`config.mk`:
```
export PLATFORM = sky130hd
export DESIGN_NAME = rf_receiver_frame_config
export DESIGN_NICKNAME = d
export VERILOG_FILES = /design/src/core/rx_cfg_pkg.sv /design/src/core/rf_receiver_frame_config.sv
export SDC_FILE = /design/constraint.sdc
export NUM_CORES = 1
export LEC_CHECK = 0
export BUFFER_PORTS_ARGS = -buffer_cell sky130_fd_sc_hd__buf_2
export CAP_MARGIN = 20
export CORE_MARGIN = 1
export CORE_UTILIZATION = 25
export DETAILED_ROUTE_END_ITERATION = 8
export MAX_ROUTING_LAYER = met4
export PLACE_DENSITY = 0.43
export REMOVE_ABC_BUFFERS = 1
export SYNTH_ARGS = -nofsm -noshare
export SYNTH_HDL_FRONTEND = slang
export SYNTH_SLANG_ARGS = --single-unit
export TNS_END_PERCENT = 5
```
`constraint.sdc`:
```
create_clock -name REF_CLK -period 4.9 [get_ports REF_CLK]
set_clock_uncertainty 0.15 [all_clocks]
set_input_delay 0.245 -clock REF_CLK [delete_from_list [all_inputs] [get_ports REF_CLK]]
set_output_delay 0.245 -clock REF_CLK [all_outputs]
set_load 0.05 [all_outputs]
```
`src/core/rx_cfg_pkg.sv`:
```
// How it works
// (RQ1) Frame-start event with enable raises request
// (RQ2) Frame-start seen flag sticks until cleared
// (RQ3) Subcarrier event with enable raises request
// (RQ4) Subcarrier seen flag sticks, software clears
// (RQ5) Live subcarrier bit reads present state
// (RQ6) Partial byte written when allowed despite CRC
// (RQ7) Multi-frame mode keeps receiver running
// (RQ8) Multi-frame appends error register copy byte
// (RQ9) Type bit picks symbol or Type B end
// (RQ10) Type 0 with symbol bits 0 skips check
// (RQ11) Guard check flags overlong Type B gap as error
// (RQ12) Early error flushes FIFO, drops first bytes
// (RQ13) Suppressed frames raise no receive-done request
// (RQ14) Host waits three bytes before reading FIFO
// (RQ15) Baud codes 2 to 7 valid, others reserved
// (RQ16) Unit 0: window counts 16 carrier periods
// (RQ17) Unit 1: window counts half bit periods
// (RQ18) Inputs ignored for window after transmit ends
// (RQ19) Bit rate follows transmit data rate code
// (RQ20) Detection beats same-cycle software clear
package rx_cfg_pkg;

    // ------------------------------------------------------------------
    // Register map
    // ------------------------------------------------------------------
    localparam logic [7:0] RX_FRAME_DETECT_STATUS_OFS = 8'h34;  // Detect flags and enables
    localparam logic [7:0] RX_FRAMING_CONTROL_OFS     = 8'h35;  // Framing options and baud
    localparam logic [7:0] RX_IGNORE_WINDOW_OFS       = 8'h36;  // Unit bit and ignore count

    // Field positions of the detect status register
    localparam int SOF_IRQ_ENABLE_BIT       = 5;
    localparam int SOF_SEEN_FLAG_BIT        = 4;
    localparam int SUBCARRIER_IRQ_EN_BIT    = 2;
    localparam int SUBCARRIER_SEEN_BIT      = 1;
    localparam int SUBCARRIER_LIVE_BIT      = 0;

    // Field positions of the framing control register
    localparam int ALLOW_PARTIAL_BYTE_BIT   = 7;
    localparam int MULTI_FRAME_RECEIVE_BIT  = 6;
    localparam int END_FRAME_TYPE_BIT       = 5;
    localparam int GUARD_TIME_CHECK_BIT     = 4;
    localparam int DISTURBANCE_SUPPRESS_BIT = 3;
    localparam int BAUD_MSB                 = 2;

    // Field positions of the ignore window register
    localparam int RX_WAIT_UNIT_BIT         = 7;
    localparam int RX_IGNORE_COUNT_MSB      = 6;

    // Reset values
    localparam logic [7:0] RX_FRAMING_CONTROL_RST = 8'h00;
    localparam logic [7:0] RX_IGNORE_WINDOW_RST   = 8'h00;

    // Baud codes
    localparam logic [2:0] BAUD_SLOWEST_CODE = 3'h2;       // 26 kBd
    localparam logic [2:0] BAUD_FASTEST_CODE = 3'h7;       // 847 kBd

    // ------------------------------------------------------------------
    // Timing
    // ------------------------------------------------------------------
    localparam int CARRIER_PERIOD_PS   = 73746;            // 13.56 MHz carrier
    localparam int REF_CLK_PERIOD_PS   = 4000;             // 250 MHz system clock
    localparam int WAIT_UNIT_CARRIERS  = 16;               // Fixed window unit
    localparam int HALF_BIT_SLOW_CARR  = 256;              // Half bit at 26 kBd
    // Fixed unit in cycles, rounded up
    localparam int WAIT_UNIT_CYCLES =
        (WAIT_UNIT_CARRIERS * CARRIER_PERIOD_PS + REF_CLK_PERIOD_PS - 1) / REF_CLK_PERIOD_PS;
    // Slowest half bit in cycles, rounded up
    localparam int HALF_BIT_SLOW_CYCLES =
        (HALF_BIT_SLOW_CARR * CARRIER_PERIOD_PS + REF_CLK_PERIOD_PS - 1) / REF_CLK_PERIOD_PS;
    localparam int EGT_LIMIT_HALF_BITS  = 24;              // Byte-to-byte gap limit

    // Receive sequencer states
    typedef enum logic [3:0] {
        HALT_ST = 4'b0001,                                 // Receiver stopped
        WAIT_ST = 4'b0010,                                 // Ignore window running
        RECV_ST = 4'b0100,                                 // Listening
        ERRB_ST = 4'b1000                                  // Appending error byte
    } rx_state_type;

endpackage

```
`src/core/rf_receiver_frame_config.sv`:
```
`timescale 1ns/10ps
module rf_receiver_frame_config
    import rx_cfg_pkg::*;
#(
    parameter int unsigned HALF_BIT_SLOW = HALF_BIT_SLOW_CYCLES,  // Half bit at 26 kBd
    parameter int unsigned EGT_LIMIT     = EGT_LIMIT_HALF_BITS    // Gap limit, half bits
)(
    input  wire logic       REF_CLK,            // System clock
    input  wire logic       SRST,               // Synchronous reset
    input  wire logic [7:0] ADDR,               // Register address
    input  wire logic [7:0] WDATA,              // Write data
    input  wire logic       WR,                 // Write strobe
    input  wire logic       RD,                 // Read strobe
    output logic      [7:0] RDATA,              // Read data, cycle after RD
    input  wire logic       SOF_SEEN,           // Frame start detected pulse
    input  wire logic       SUBCARRIER_LIVE_FLAG,       // Subcarrier detected level
    input  wire logic       TX_END,             // Transmission finished pulse
    input  wire logic       RX_BYTE_VALID,      // Received byte pulse
    input  wire logic [7:0] RX_BYTE,            // Received byte
    input  wire logic [2:0] RX_BYTE_BITS,       // Valid bits of byte, 0 means all 8
    input  wire logic       RX_ERROR,           // Error or collision pulse
    input  wire logic       RX_FRAME_END,       // Frame end pulse
    input  wire logic       CRC_ENABLE,         // Receive CRC enabled
    input  wire logic [7:0] ERROR_REG,          // Error register contents
    input  wire logic [1:0] EOF_SYMBOL_BITS,    // Low bits of end symbol config
    input  wire logic [2:0] TX_DATA_BIT_FREQUENCY_CODE,     // Transmit data rate code
    output logic            RX_FRAME_START_IRQ, // Frame start request; one cycle on frame start, high while enabled subcarrier present
    output logic            RX_DONE_IRQ,        // Receive complete request pulse
    output logic            FIFO_WR,            // FIFO write pulse
    output logic      [7:0] FIFO_WDATA,         // FIFO write data
    output logic            FIFO_FLUSH,         // FIFO reset pulse
    output logic            RX_STOPPED,         // Receiver terminated pulse
    output logic            PROTOCOL_ERR,       // Guard time error pulse
    output logic            RX_IGNORE,          // Ignore window active
    output logic            EOF_CHECK_EN,       // End of frame checked
    output logic            EOF_TYPE_B,         // Type B end expected
    output logic      [2:0] RX_BAUD_CODE,       // Receive baud code
    output logic            RX_BAUD_VALID       // Baud code not reserved
);

    // ------------------------------------------------------------------
    // State
    // ------------------------------------------------------------------
    typedef struct packed {
        rx_state_type state;                    // Receive sequencer
        logic         sof_en;                   // Frame start request enable
        logic         sof_flag;                 // Frame start seen, sticky
        logic         subcarrier_irq_enable;                  // Subcarrier request enable
        logic         subc_flag;                // Subcarrier seen, sticky
        logic [7:0]   ctrl;                     // Framing control register
        logic [7:0]   wait_cfg;                 // Ignore window register
        logic [7:0]   rdata;                    // Read data
        logic         start_irq;                // Frame start request
        logic         done_irq;                 // Receive complete request
        logic         fifo_wr;                  // FIFO write
        logic [7:0]   fifo_data;                // FIFO data
        logic         fifo_flush;               // FIFO reset
        logic         stopped;                  // Receiver terminated
        logic         prot_err;                 // Guard time error
        logic [1:0]   byte_cnt;                 // Bytes in frame, saturates at 3
        logic [6:0]   win_units;                // Window units left
        logic [12:0]  pre_cnt;                  // Cycles left in current unit
        logic [17:0]  gap_cnt;                  // Cycles since last byte
        logic         gap_run;                  // Gap measurement armed
    } state_type;

    state_type cur_ff;                          // Registered state
    state_type nxt_ff;                          // Next state

    // ------------------------------------------------------------------
    // Helpers
    // ------------------------------------------------------------------

    // Half bit period in cycles for a rate code, slowest for reserved codes
    function automatic logic [12:0] half_bit_cycles(input logic [2:0] code);
        logic [31:0] slow;
        slow = 32'(HALF_BIT_SLOW);
        if (code < BAUD_SLOWEST_CODE)
        begin
            half_bit_cycles = slow[12:0];
        end
        else
        begin
            half_bit_cycles = 13'(slow >> (code - BAUD_SLOWEST_CODE));
        end
    endfunction

    // Read value of a register
    function automatic logic [7:0] read_reg(input state_type s, input logic [7:0] a,
                                            input logic live);
        logic [7:0] v;
        v = 8'h00;
        unique case (a)
            RX_FRAME_DETECT_STATUS_OFS:
            begin
                v[SOF_IRQ_ENABLE_BIT]    = s.sof_en;
                v[SOF_SEEN_FLAG_BIT]     = s.sof_flag;
                v[SUBCARRIER_IRQ_EN_BIT] = s.subcarrier_irq_enable;
                v[SUBCARRIER_SEEN_BIT]   = s.subc_flag;
                v[SUBCARRIER_LIVE_BIT]   = live;                       // [RQ5]
            end
            RX_FRAMING_CONTROL_OFS: v = s.ctrl;
            RX_IGNORE_WINDOW_OFS:   v = s.wait_cfg;
            default:                v = 8'h00;                         // Unmapped reads zero
        endcase
        read_reg = v;
    endfunction

    // ------------------------------------------------------------------
    // Decoded controls
    // ------------------------------------------------------------------
    logic        listening;                     // Receiver takes input
    logic [12:0] half_cyc;                      // Half bit of data rate
    logic [12:0] unit_cyc;                      // Window unit length
    logic [17:0] gap_limit;                     // Guard gap limit in cycles
    logic        disturbance_suppress_enable;                       // Disturbance suppression on
    logic        partial_ok;                    // Byte may enter FIFO

    // Decode of configuration and window timing
    always_comb
    begin
        listening = (cur_ff.state == RECV_ST);                          // [RQ18]
        half_cyc  = half_bit_cycles(TX_DATA_BIT_FREQUENCY_CODE);                    // [RQ19]
        // Window unit: fixed carrier count or half bit
        if (cur_ff.wait_cfg[RX_WAIT_UNIT_BIT])
        begin
            unit_cyc = half_cyc;                                        // [RQ17]
        end
        else
        begin
            unit_cyc = 13'(WAIT_UNIT_CYCLES);                           // [RQ16]
        end
        gap_limit  = 18'(32'(half_cyc) * EGT_LIMIT);
        disturbance_suppress_enable    = cur_ff.ctrl[DISTURBANCE_SUPPRESS_BIT];
        // Incomplete byte kept only without CRC or when allowed
        partial_ok = (RX_BYTE_BITS == 3'h0) || !CRC_ENABLE
                     || cur_ff.ctrl[ALLOW_PARTIAL_BYTE_BIT];            // [RQ6]
    end

    // ------------------------------------------------------------------
    // Next state
    // ------------------------------------------------------------------
    always_comb
    begin
        nxt_ff            = cur_ff;
        // Pulses default low
        nxt_ff.start_irq  = 1'b0;
        nxt_ff.done_irq   = 1'b0;
        nxt_ff.fifo_wr    = 1'b0;
        nxt_ff.fifo_flush = 1'b0;
        nxt_ff.stopped    = 1'b0;
        nxt_ff.prot_err   = 1'b0;

        // Register writes; a zero written to a seen flag clears it
        if (WR)
        begin
            unique case (ADDR)
                RX_FRAME_DETECT_STATUS_OFS:
                begin
                    nxt_ff.sof_en  = WDATA[SOF_IRQ_ENABLE_BIT];
                    nxt_ff.subcarrier_irq_enable = WDATA[SUBCARRIER_IRQ_EN_BIT];
                    if (!WDATA[SOF_SEEN_FLAG_BIT])
                    begin
                        nxt_ff.sof_flag = 1'b0;
                    end
                    if (!WDATA[SUBCARRIER_SEEN_BIT])
                    begin
                        nxt_ff.subc_flag = 1'b0;
                    end
                end
                RX_FRAMING_CONTROL_OFS: nxt_ff.ctrl     = WDATA;
                RX_IGNORE_WINDOW_OFS:   nxt_ff.wait_cfg = WDATA;
                default: ;                                              // Unmapped ignored
            endcase
        end

        // Detection sets flags after the clear, so it wins
        if (listening && SOF_SEEN)
        begin
            nxt_ff.sof_flag = 1'b1;                                     // [RQ2] [RQ20]
        end
        if (listening && SUBCARRIER_LIVE_FLAG)
        begin
            nxt_ff.subc_flag = 1'b1;                                    // [RQ4] [RQ20]
        end
        // One shared frame start request
        nxt_ff.start_irq = listening && ((SOF_SEEN && cur_ff.sof_en)    // [RQ1]
                                      || (SUBCARRIER_LIVE_FLAG && cur_ff.subcarrier_irq_enable)); // [RQ3]

        // Read data stands only in the cycle after the strobe
        nxt_ff.rdata = RD ? read_reg(cur_ff, ADDR, SUBCARRIER_LIVE_FLAG) : 8'h00;

        // Receive sequencer
        unique case (cur_ff.state)
            HALT_ST:
            begin
                // Waits for the next transmission to end
            end
            WAIT_ST:
            begin
                // Count down units of the ignore window
                if (cur_ff.pre_cnt != 13'h0)
                begin
                    nxt_ff.pre_cnt = cur_ff.pre_cnt - 13'h1;
                end
                else if (cur_ff.win_units <= 7'h1)
                begin
                    nxt_ff.state = RECV_ST;                             // [RQ18]
                end
                else
                begin
                    nxt_ff.win_units = cur_ff.win_units - 7'h1;
                    nxt_ff.pre_cnt   = unit_cyc - 13'h1;
                end
            end
            RECV_ST:
            begin
                // Gap timer between bytes
                if (cur_ff.gap_run && (cur_ff.gap_cnt != 18'h3ffff))
                begin
                    nxt_ff.gap_cnt = cur_ff.gap_cnt + 18'h1;
                end
                if (RX_BYTE_VALID)
                begin
                    // Overlong guard time in Type B
                    if (cur_ff.gap_run && cur_ff.ctrl[GUARD_TIME_CHECK_BIT]
                        && cur_ff.ctrl[END_FRAME_TYPE_BIT] && (cur_ff.gap_cnt > gap_limit))
                    begin
                        nxt_ff.prot_err = 1'b1;                         // [RQ11]
                    end
                    nxt_ff.gap_cnt = 18'h0;
                    nxt_ff.gap_run = 1'b1;
                    if (cur_ff.byte_cnt != 2'h3)
                    begin
                        nxt_ff.byte_cnt = cur_ff.byte_cnt + 2'h1;
                    end
                    if (partial_ok)
                    begin
                        nxt_ff.fifo_wr   = 1'b1;                        // [RQ6]
                        nxt_ff.fifo_data = RX_BYTE;
                    end
                end
                if (RX_ERROR && disturbance_suppress_enable && (cur_ff.byte_cnt != 2'h3))
                begin
                    // Early error: drop bytes as disturbance and restart
                    nxt_ff.fifo_wr    = 1'b0;
                    nxt_ff.fifo_flush = 1'b1;                           // [RQ12]
                    nxt_ff.byte_cnt   = 2'h0;
                    nxt_ff.gap_run    = 1'b0;
                end
                else if (RX_FRAME_END)
                begin
                    nxt_ff.gap_run  = 1'b0;
                    nxt_ff.byte_cnt = 2'h0;
                    if (disturbance_suppress_enable && (cur_ff.byte_cnt != 2'h3))
                    begin
                        // Short frame is disturbance: flush, no request
                        nxt_ff.fifo_flush = 1'b1;                       // [RQ13]
                    end
                    else if (cur_ff.ctrl[MULTI_FRAME_RECEIVE_BIT])
                    begin
                        nxt_ff.done_irq = 1'b1;
                        nxt_ff.state    = ERRB_ST;                      // [RQ7]
                    end
                    else
                    begin
                        nxt_ff.done_irq = 1'b1;
                        nxt_ff.stopped  = 1'b1;
                        nxt_ff.state    = HALT_ST;
                    end
                end
            end
            ERRB_ST:
            begin
                // Append error register copy, keep receiving
                nxt_ff.fifo_wr   = 1'b1;                                // [RQ8]
                nxt_ff.fifo_data = ERROR_REG;
                nxt_ff.state     = RECV_ST;                             // [RQ7]
            end
        endcase

        // End of transmission opens the ignore window from any state, or starts listening at once when the count is zero
        if (TX_END)
        begin
            nxt_ff.byte_cnt  = 2'h0;
            nxt_ff.gap_run   = 1'b0;
            nxt_ff.win_units = cur_ff.wait_cfg[RX_IGNORE_COUNT_MSB:0];
            nxt_ff.pre_cnt   = unit_cyc - 13'h1;
            if (cur_ff.wait_cfg[RX_IGNORE_COUNT_MSB:0] == 7'h0)
            begin
                nxt_ff.state = RECV_ST;
            end
            else
            begin
                nxt_ff.state = WAIT_ST;                                 // [RQ18]
            end
        end

        // Synchronous reset
        if (SRST)
        begin
            nxt_ff           = '0;
            nxt_ff.state     = HALT_ST;
            nxt_ff.ctrl      = RX_FRAMING_CONTROL_RST;
            nxt_ff.wait_cfg  = RX_IGNORE_WINDOW_RST;
        end
    end

    // State register
    always_ff @(posedge REF_CLK)
    begin
        cur_ff <= nxt_ff;
    end

    // ------------------------------------------------------------------
    // Outputs
    // ------------------------------------------------------------------
    always_comb
    begin
        RDATA              = cur_ff.rdata;
        RX_FRAME_START_IRQ = cur_ff.start_irq;
        RX_DONE_IRQ        = cur_ff.done_irq;
        FIFO_WR            = cur_ff.fifo_wr;
        FIFO_WDATA         = cur_ff.fifo_data;
        FIFO_FLUSH         = cur_ff.fifo_flush;
        RX_STOPPED         = cur_ff.stopped;
        PROTOCOL_ERR       = cur_ff.prot_err;
        RX_IGNORE          = (cur_ff.state == WAIT_ST);
        EOF_TYPE_B         = cur_ff.ctrl[END_FRAME_TYPE_BIT];           // [RQ9]
        // No check when symbol type and both symbol bits are zero
        EOF_CHECK_EN       = cur_ff.ctrl[END_FRAME_TYPE_BIT]
                             || (EOF_SYMBOL_BITS != 2'h0);              // [RQ10]
        RX_BAUD_CODE       = cur_ff.ctrl[BAUD_MSB:0];
        RX_BAUD_VALID      = (cur_ff.ctrl[BAUD_MSB:0] >= BAUD_SLOWEST_CODE)
                             && (cur_ff.ctrl[BAUD_MSB:0] <= BAUD_FASTEST_CODE); // [RQ15]
    end

endmodule

```
## After elaboration in Yosys (flattened, before gate mapping)

Cells that the tools add are included.

- Output and inout port bits: 29
- Register bits after elaboration: 87
- Input port bits: 51
- Word-level logic and storage cells: 154

- Shift operators: 1
- $mul: 1
- Reduce and logical (&&, ||, !) cells: 50
- Multiplexer cells: 47
- Eq/ne operators: 20
- Bitwise gates (word level): 4
- $add $sub $neg: 6
- Magnitude comparators: 5

Operators with widths:

| cell | count |
|---|---|
| 2-to-1 mux 20 bit | 3 |
| 2-to-1 mux 13 bit | 3 |
| 2-to-1 mux 19 bit | 2 |
| 2-to-1 mux 4 bit | 7 |
| subtractor 13 x 1 -> 13 bit, second input constant | 2 |
| == test 8 x 6 -> 1 bit, second input constant | 3 |
| adder 18 x 1 -> 18 bit, second input constant | 1 |
| greater-than comparator 18 bit | 1 |
| 2-to-1 mux 18 bit | 1 |
| 2-to-1 mux 9 bit | 2 |
| inequality test 18 bit, second input constant | 1 |
| one-hot mux 9 bit (2 select lines) | 1 |
| 2-to-1 mux 8 bit | 2 |
| nonzero test 2 bit | 8 |
| multiplier 13 x 2 -> 15 bit, second input constant | 1 |
| inequality test 3 bit, second input constant | 5 |
| AND reduction 3 bit | 5 |
| logical AND 1 bit | 13 |
| 2-to-1 mux 1 bit | 13 |
| nonzero test 13 bit | 1 |
| right shift 13 x 3 -> 13 bit, first input constant | 1 |
| one-hot mux 4 bit (3 select lines) | 1 |
| AND reduction 2 bit | 6 |
| 2-to-1 mux 2 bit | 5 |
| other kinds (31) | 46 |

## Logic depth before layout (Yosys ltp)

- Depth in word-level cells: 9
- Depth in mapped cells: 19
- Mapped depth without buffers: 17

## Worst setup path after synthesis

Ideal clock, no wire load.

- Kind: input to register
- From: input TX_DATA_BIT_FREQUENCY_CODE[1]
- To: register cur_ff (netlist bit PROTOCOL_ERR)
- Data required time: 4.623 ns
- Buffers on the path: 2
- Arrival: 3.977 ns
- Slack: 0.645 ns
- Library setup time: 0.127 ns
- Stages: 19
- Path through: buf_2 inv_1 ha_1 clkbuf_1 nand3_1 a21oi_1 ha_1 a21oi_1 nor2_1 a221oi_1 o31ai_1 xor2_1 ha_1 a21o_1 a21o_1 a21o_1 a211o_1 o2111ai_1 a31oi_1

- Longest elaborated chain between the ends: 7
- Elaborated cells between the ends (all ways): 8
- Those cells by class: 1 x add/sub; 1 x mul; 2 x order compare; 1 x shift; 2 x mux; 1 x reduce/logical

RTL lines:

| element | line | text |
|---|---|---|
| start: declaration | rf_receiver_frame_config.sv:26 | `input wire logic [2:0] TX_DATA_BIT_FREQUENCY_CODE,` |
| subtractor 3 x 2 -> 3 bit | rf_receiver_frame_config.sv:84 | `half_bit_cycles = 13'(slow >> (code - BAUD_SLOWEST_CODE));` |
| right shift 13 x 3 -> 13 bit | rf_receiver_frame_config.sv:84 |  |
| 2-to-1 mux 13 bit * | rf_receiver_frame_config.sv:78 | `if (code < BAUD_SLOWEST_CODE)` |
| multiplier 13 x 2 -> 15 bit * | rf_receiver_frame_config.sv:133 | `gap_limit = 18'(32'(half_cyc) * EGT_LIMIT);` |
| greater-than comparator 18 bit * | rf_receiver_frame_config.sv:227 | `&& cur_ff.ctrl[END_FRAME_TYPE_BIT] && (cur_ff.gap_cnt > gap_limit))` |
| logical AND 1 bit * | rf_receiver_frame_config.sv:227 |  |
| 2-to-1 mux 1 bit * | rf_receiver_frame_config.sv:226 | `if (cur_ff.gap_run && cur_ff.ctrl[GUARD_TIME_CHECK_BIT]` |
| end signal: assignment | rf_receiver_frame_config.sv:312 | `cur_ff <= nxt_ff;` |
| end: declaration | rf_receiver_frame_config.sv:67 | `state_type cur_ff;` |

Mark *: on every way between the ends. The rest lies on a longest branch, timed or not.
A chain may end at the register's enable or synchronous reset.

## Worst setup path after layout

Same ends and word-level chain as after synthesis.

==> results.ini <==
[run_status]
status=finished, final reports clean

[logic_synthesis]
synth_compound_area_share_pct=20.1
synth_area_per_cell_um2=8.00
seq_area_frac_synth_pct=32.1
synth_top_family_by_area=simple AND/OR/NAND/NOR gates
yosys.area.top_type_share_pct=32.1
synth_area_leader_cell=dfxtp_1
synth_common_cells=dfxtp_1 (87), nor2_1 (70), a21oi_1 (61)
async_flop_share_pct=0
synthMuxAreaShare_pct=1.66
ys_types=68
synth-seq-cells=87
ys.warnings.count=0
synth-simple-area-share_pct=24.6
synthAdderAreaFrac_pct=9.12
synth_area_leaders=dfxtp_1 (32%), ha_1 (8.7%), a21oi_1 (5.6%)
yosysMostFrequentCell=dfxtp_1
synth_flop_cell=dfxtp_1
syn_inst=679
syn_area_um2=5430
synth-xor-area-share_pct=5.64
synth_edf_count=0

[setup_path]
arrival_ps=4430
crit_required_ps=4970
worstSetupStartpointType=input pin
worstPathMaxFanout=12
crit_path_end_kind=flop
path_class=input pin to flop

[die]
core_area_um2=21200
boundaryPins=80
start_util_pct=25.7
die_x_um=149
rows=53
dieArea_um2=22300
die_h_um=149

[sta]
slew_viol_final=0
rsz0062_at_grt=false
period_needed_ps=4360
fmax_mhz=229
setup_viol=0
hold_violations=0
slew_headroom_pct=35.3
fin_crit_sh_pct=89.0
tns_ps=0
worstMarginPinSlew_ps=969

[placement]
portBuffers=79
place.gp.congestion=0.812
dp_hpwl_mm=11.4
dpl_cell_area_um2=5950

[global_route]
grt_antenna_before_repair=0
grt_pass1_wl_mm=25.5
grt_max_degree=36
grtUsageTotal_pct=15.0
gr-total-overflow=0
grt_pass1_vias=4745

[power]
p_leak_nw=2.51
vdd_drop_max_mv=0.188
p_per_area_nw_per_um2=295

[route]
final_antenna_net_count=0
routed_via_density=4.96
vias=4981
drc=0
wl_mm=15.5
routedWlPerCell_um=15.4
firstDrtPassIters=4
drtIter0Drc=275

[finish]
nNetsFinal=814
diodes=0
final_core_util_pct=29.8
nFillCells=2238
drive_above_1_share_pct=15.2
syn_to_final_growth_pct=16.2
fin_area_um2=6310

[clocking]
ctsResizeCount=0
cts_max_path_buffers=2
hold_buffers=1
cts_tree=built
cts_sinks=87
h-tree-depth=3
cts-root-buf=clkbuf_16
numCtsBuffers=9
insertion_delay_ps=350
cts.clk_slew.worst_paths_ps=60
cts_setup_buffers=0

[worst_hold_path]
min_path_type=input pin to flop

[run]
drv_cap=0

## cells in the final DEF (no fill, tap or decap), drive strengths merged, types with 7 or more instances in the layout
cell type	instances
xor2	23
a21o	9
a22oi	13
nand4	11
dfxtp	87
nor3	20
inv	24
a21oi	61
or3	7
clkbuf	10
nand2	58
nor2b	10
o211ai	7
xnor2	12
a31oi	7
o21ai	20
a211oi	7
mux2i	9
buf	85
nor2	71
and3	7
nand3	38
ha	38
nor4	7
## registers in the layout, indices dropped and copies added, names as in the netlist
signal and count:
RX_DONE_IRQ 1, FIFO_WR 1, EOF_TYPE_B 1, RX_FRAME_START_IRQ 1, cur_ff 61, RX_STOPPED 1
PROTOCOL_ERR 1, RDATA 8, FIFO_WDATA 8, FIFO_FLUSH 1, RX_BAUD_CODE 3
## path summary, 6_finish.rpt
path                                                     from             to  slack, ps  cells after the start
worst min register to register                  FIFO_WDATA[4]  FIFO_WDATA[4]        300                      2
worst max-delay path            TX_DATA_BIT_FREQUENCY_CODE[1]   PROTOCOL_ERR        540                     18
worst min-delay path                                 WDATA[3]     cur_ff[66]         10                      3
worst max register to register                     cur_ff[84]     cur_ff[19]       2170                      6
## where the power goes
group	internal [mW]	total, mW	switching, mW
sequential	0.719	0.731	0.0127
combinational	0.116	0.306	0.189
clock	0.515	0.824	0.309
total	1.35	1.86	0.511
## metrics by stage
stage / power [mW] / cells / hold WS [ps] / setup WS, ps
after floorplan: 0.944 / 627 / 164 / 895
after global placement: 1.06 / 987 / 291 / 329
after detailed placement: 1.05 / 987 / 294 / 219
after CTS: 1.88 / 1004 / 1.74 / 581
after global routing: 1.96 / 1004 / 12.0 / 224
final: 1.86 / 1004 / 11.7 / 538
## metal layers
layer / global-route usage (%) / wire length [um] / vias to the layer above
li1: - / - / 2529
met1: 21.0 / 7990 / 2306
met2: 21.6 / 6690 / 130
met3: 2.71 / 616 / 16
met4: 4.13 / 207 / 0
met5: - / 0 / -
## critical path, stage by stage
cell and delay (ps):
buf_2 180, inv_1 160, ha_1 450, nand2b_1 210, a21oi_1 390, ha_1 320, a21oi_1 180, nor2_1 60
a221oi_1 490, o31ai_1 230, xor2_1 210, ha_1 310, a21o_1 180, a21o_1 160, a21o_1 170, a211o_1 280
o2111ai_1 80, a31oi_1 110
## area by class of cell
cell class | count | area [um2] | share of cell area [%]
timing repair buffer | 86 | 450 | 7.13
tap | 275 | 344 | 5.45
sequential | 87 | 1740 | 27.6
clock buffer | 10 | 239 | 3.79
multi-input combinational | 515 | 3330 | 52.7
inverter | 25 | 93.8 | 1.49
clock inverter | 6 | 115 | 1.82
## kinds of logic (layout without fill, tap and decap cells)
| kind of cell | after synthesis | after routing |
|---|---|---|
| and+or+nand+nor | 265 | 265 |
| xor gates and xnor gates | 35 | 35 |
| muxes | 9 | 9 |
| buffers and inverters | 77 | 127 |
| DFF | 87 | 87 |
| AOI/OAI and AO/OA | 167 | 167 |
| adders and majority gates | 39 | 39 |
Note: power is estimated with default switching activity, not from simulation.
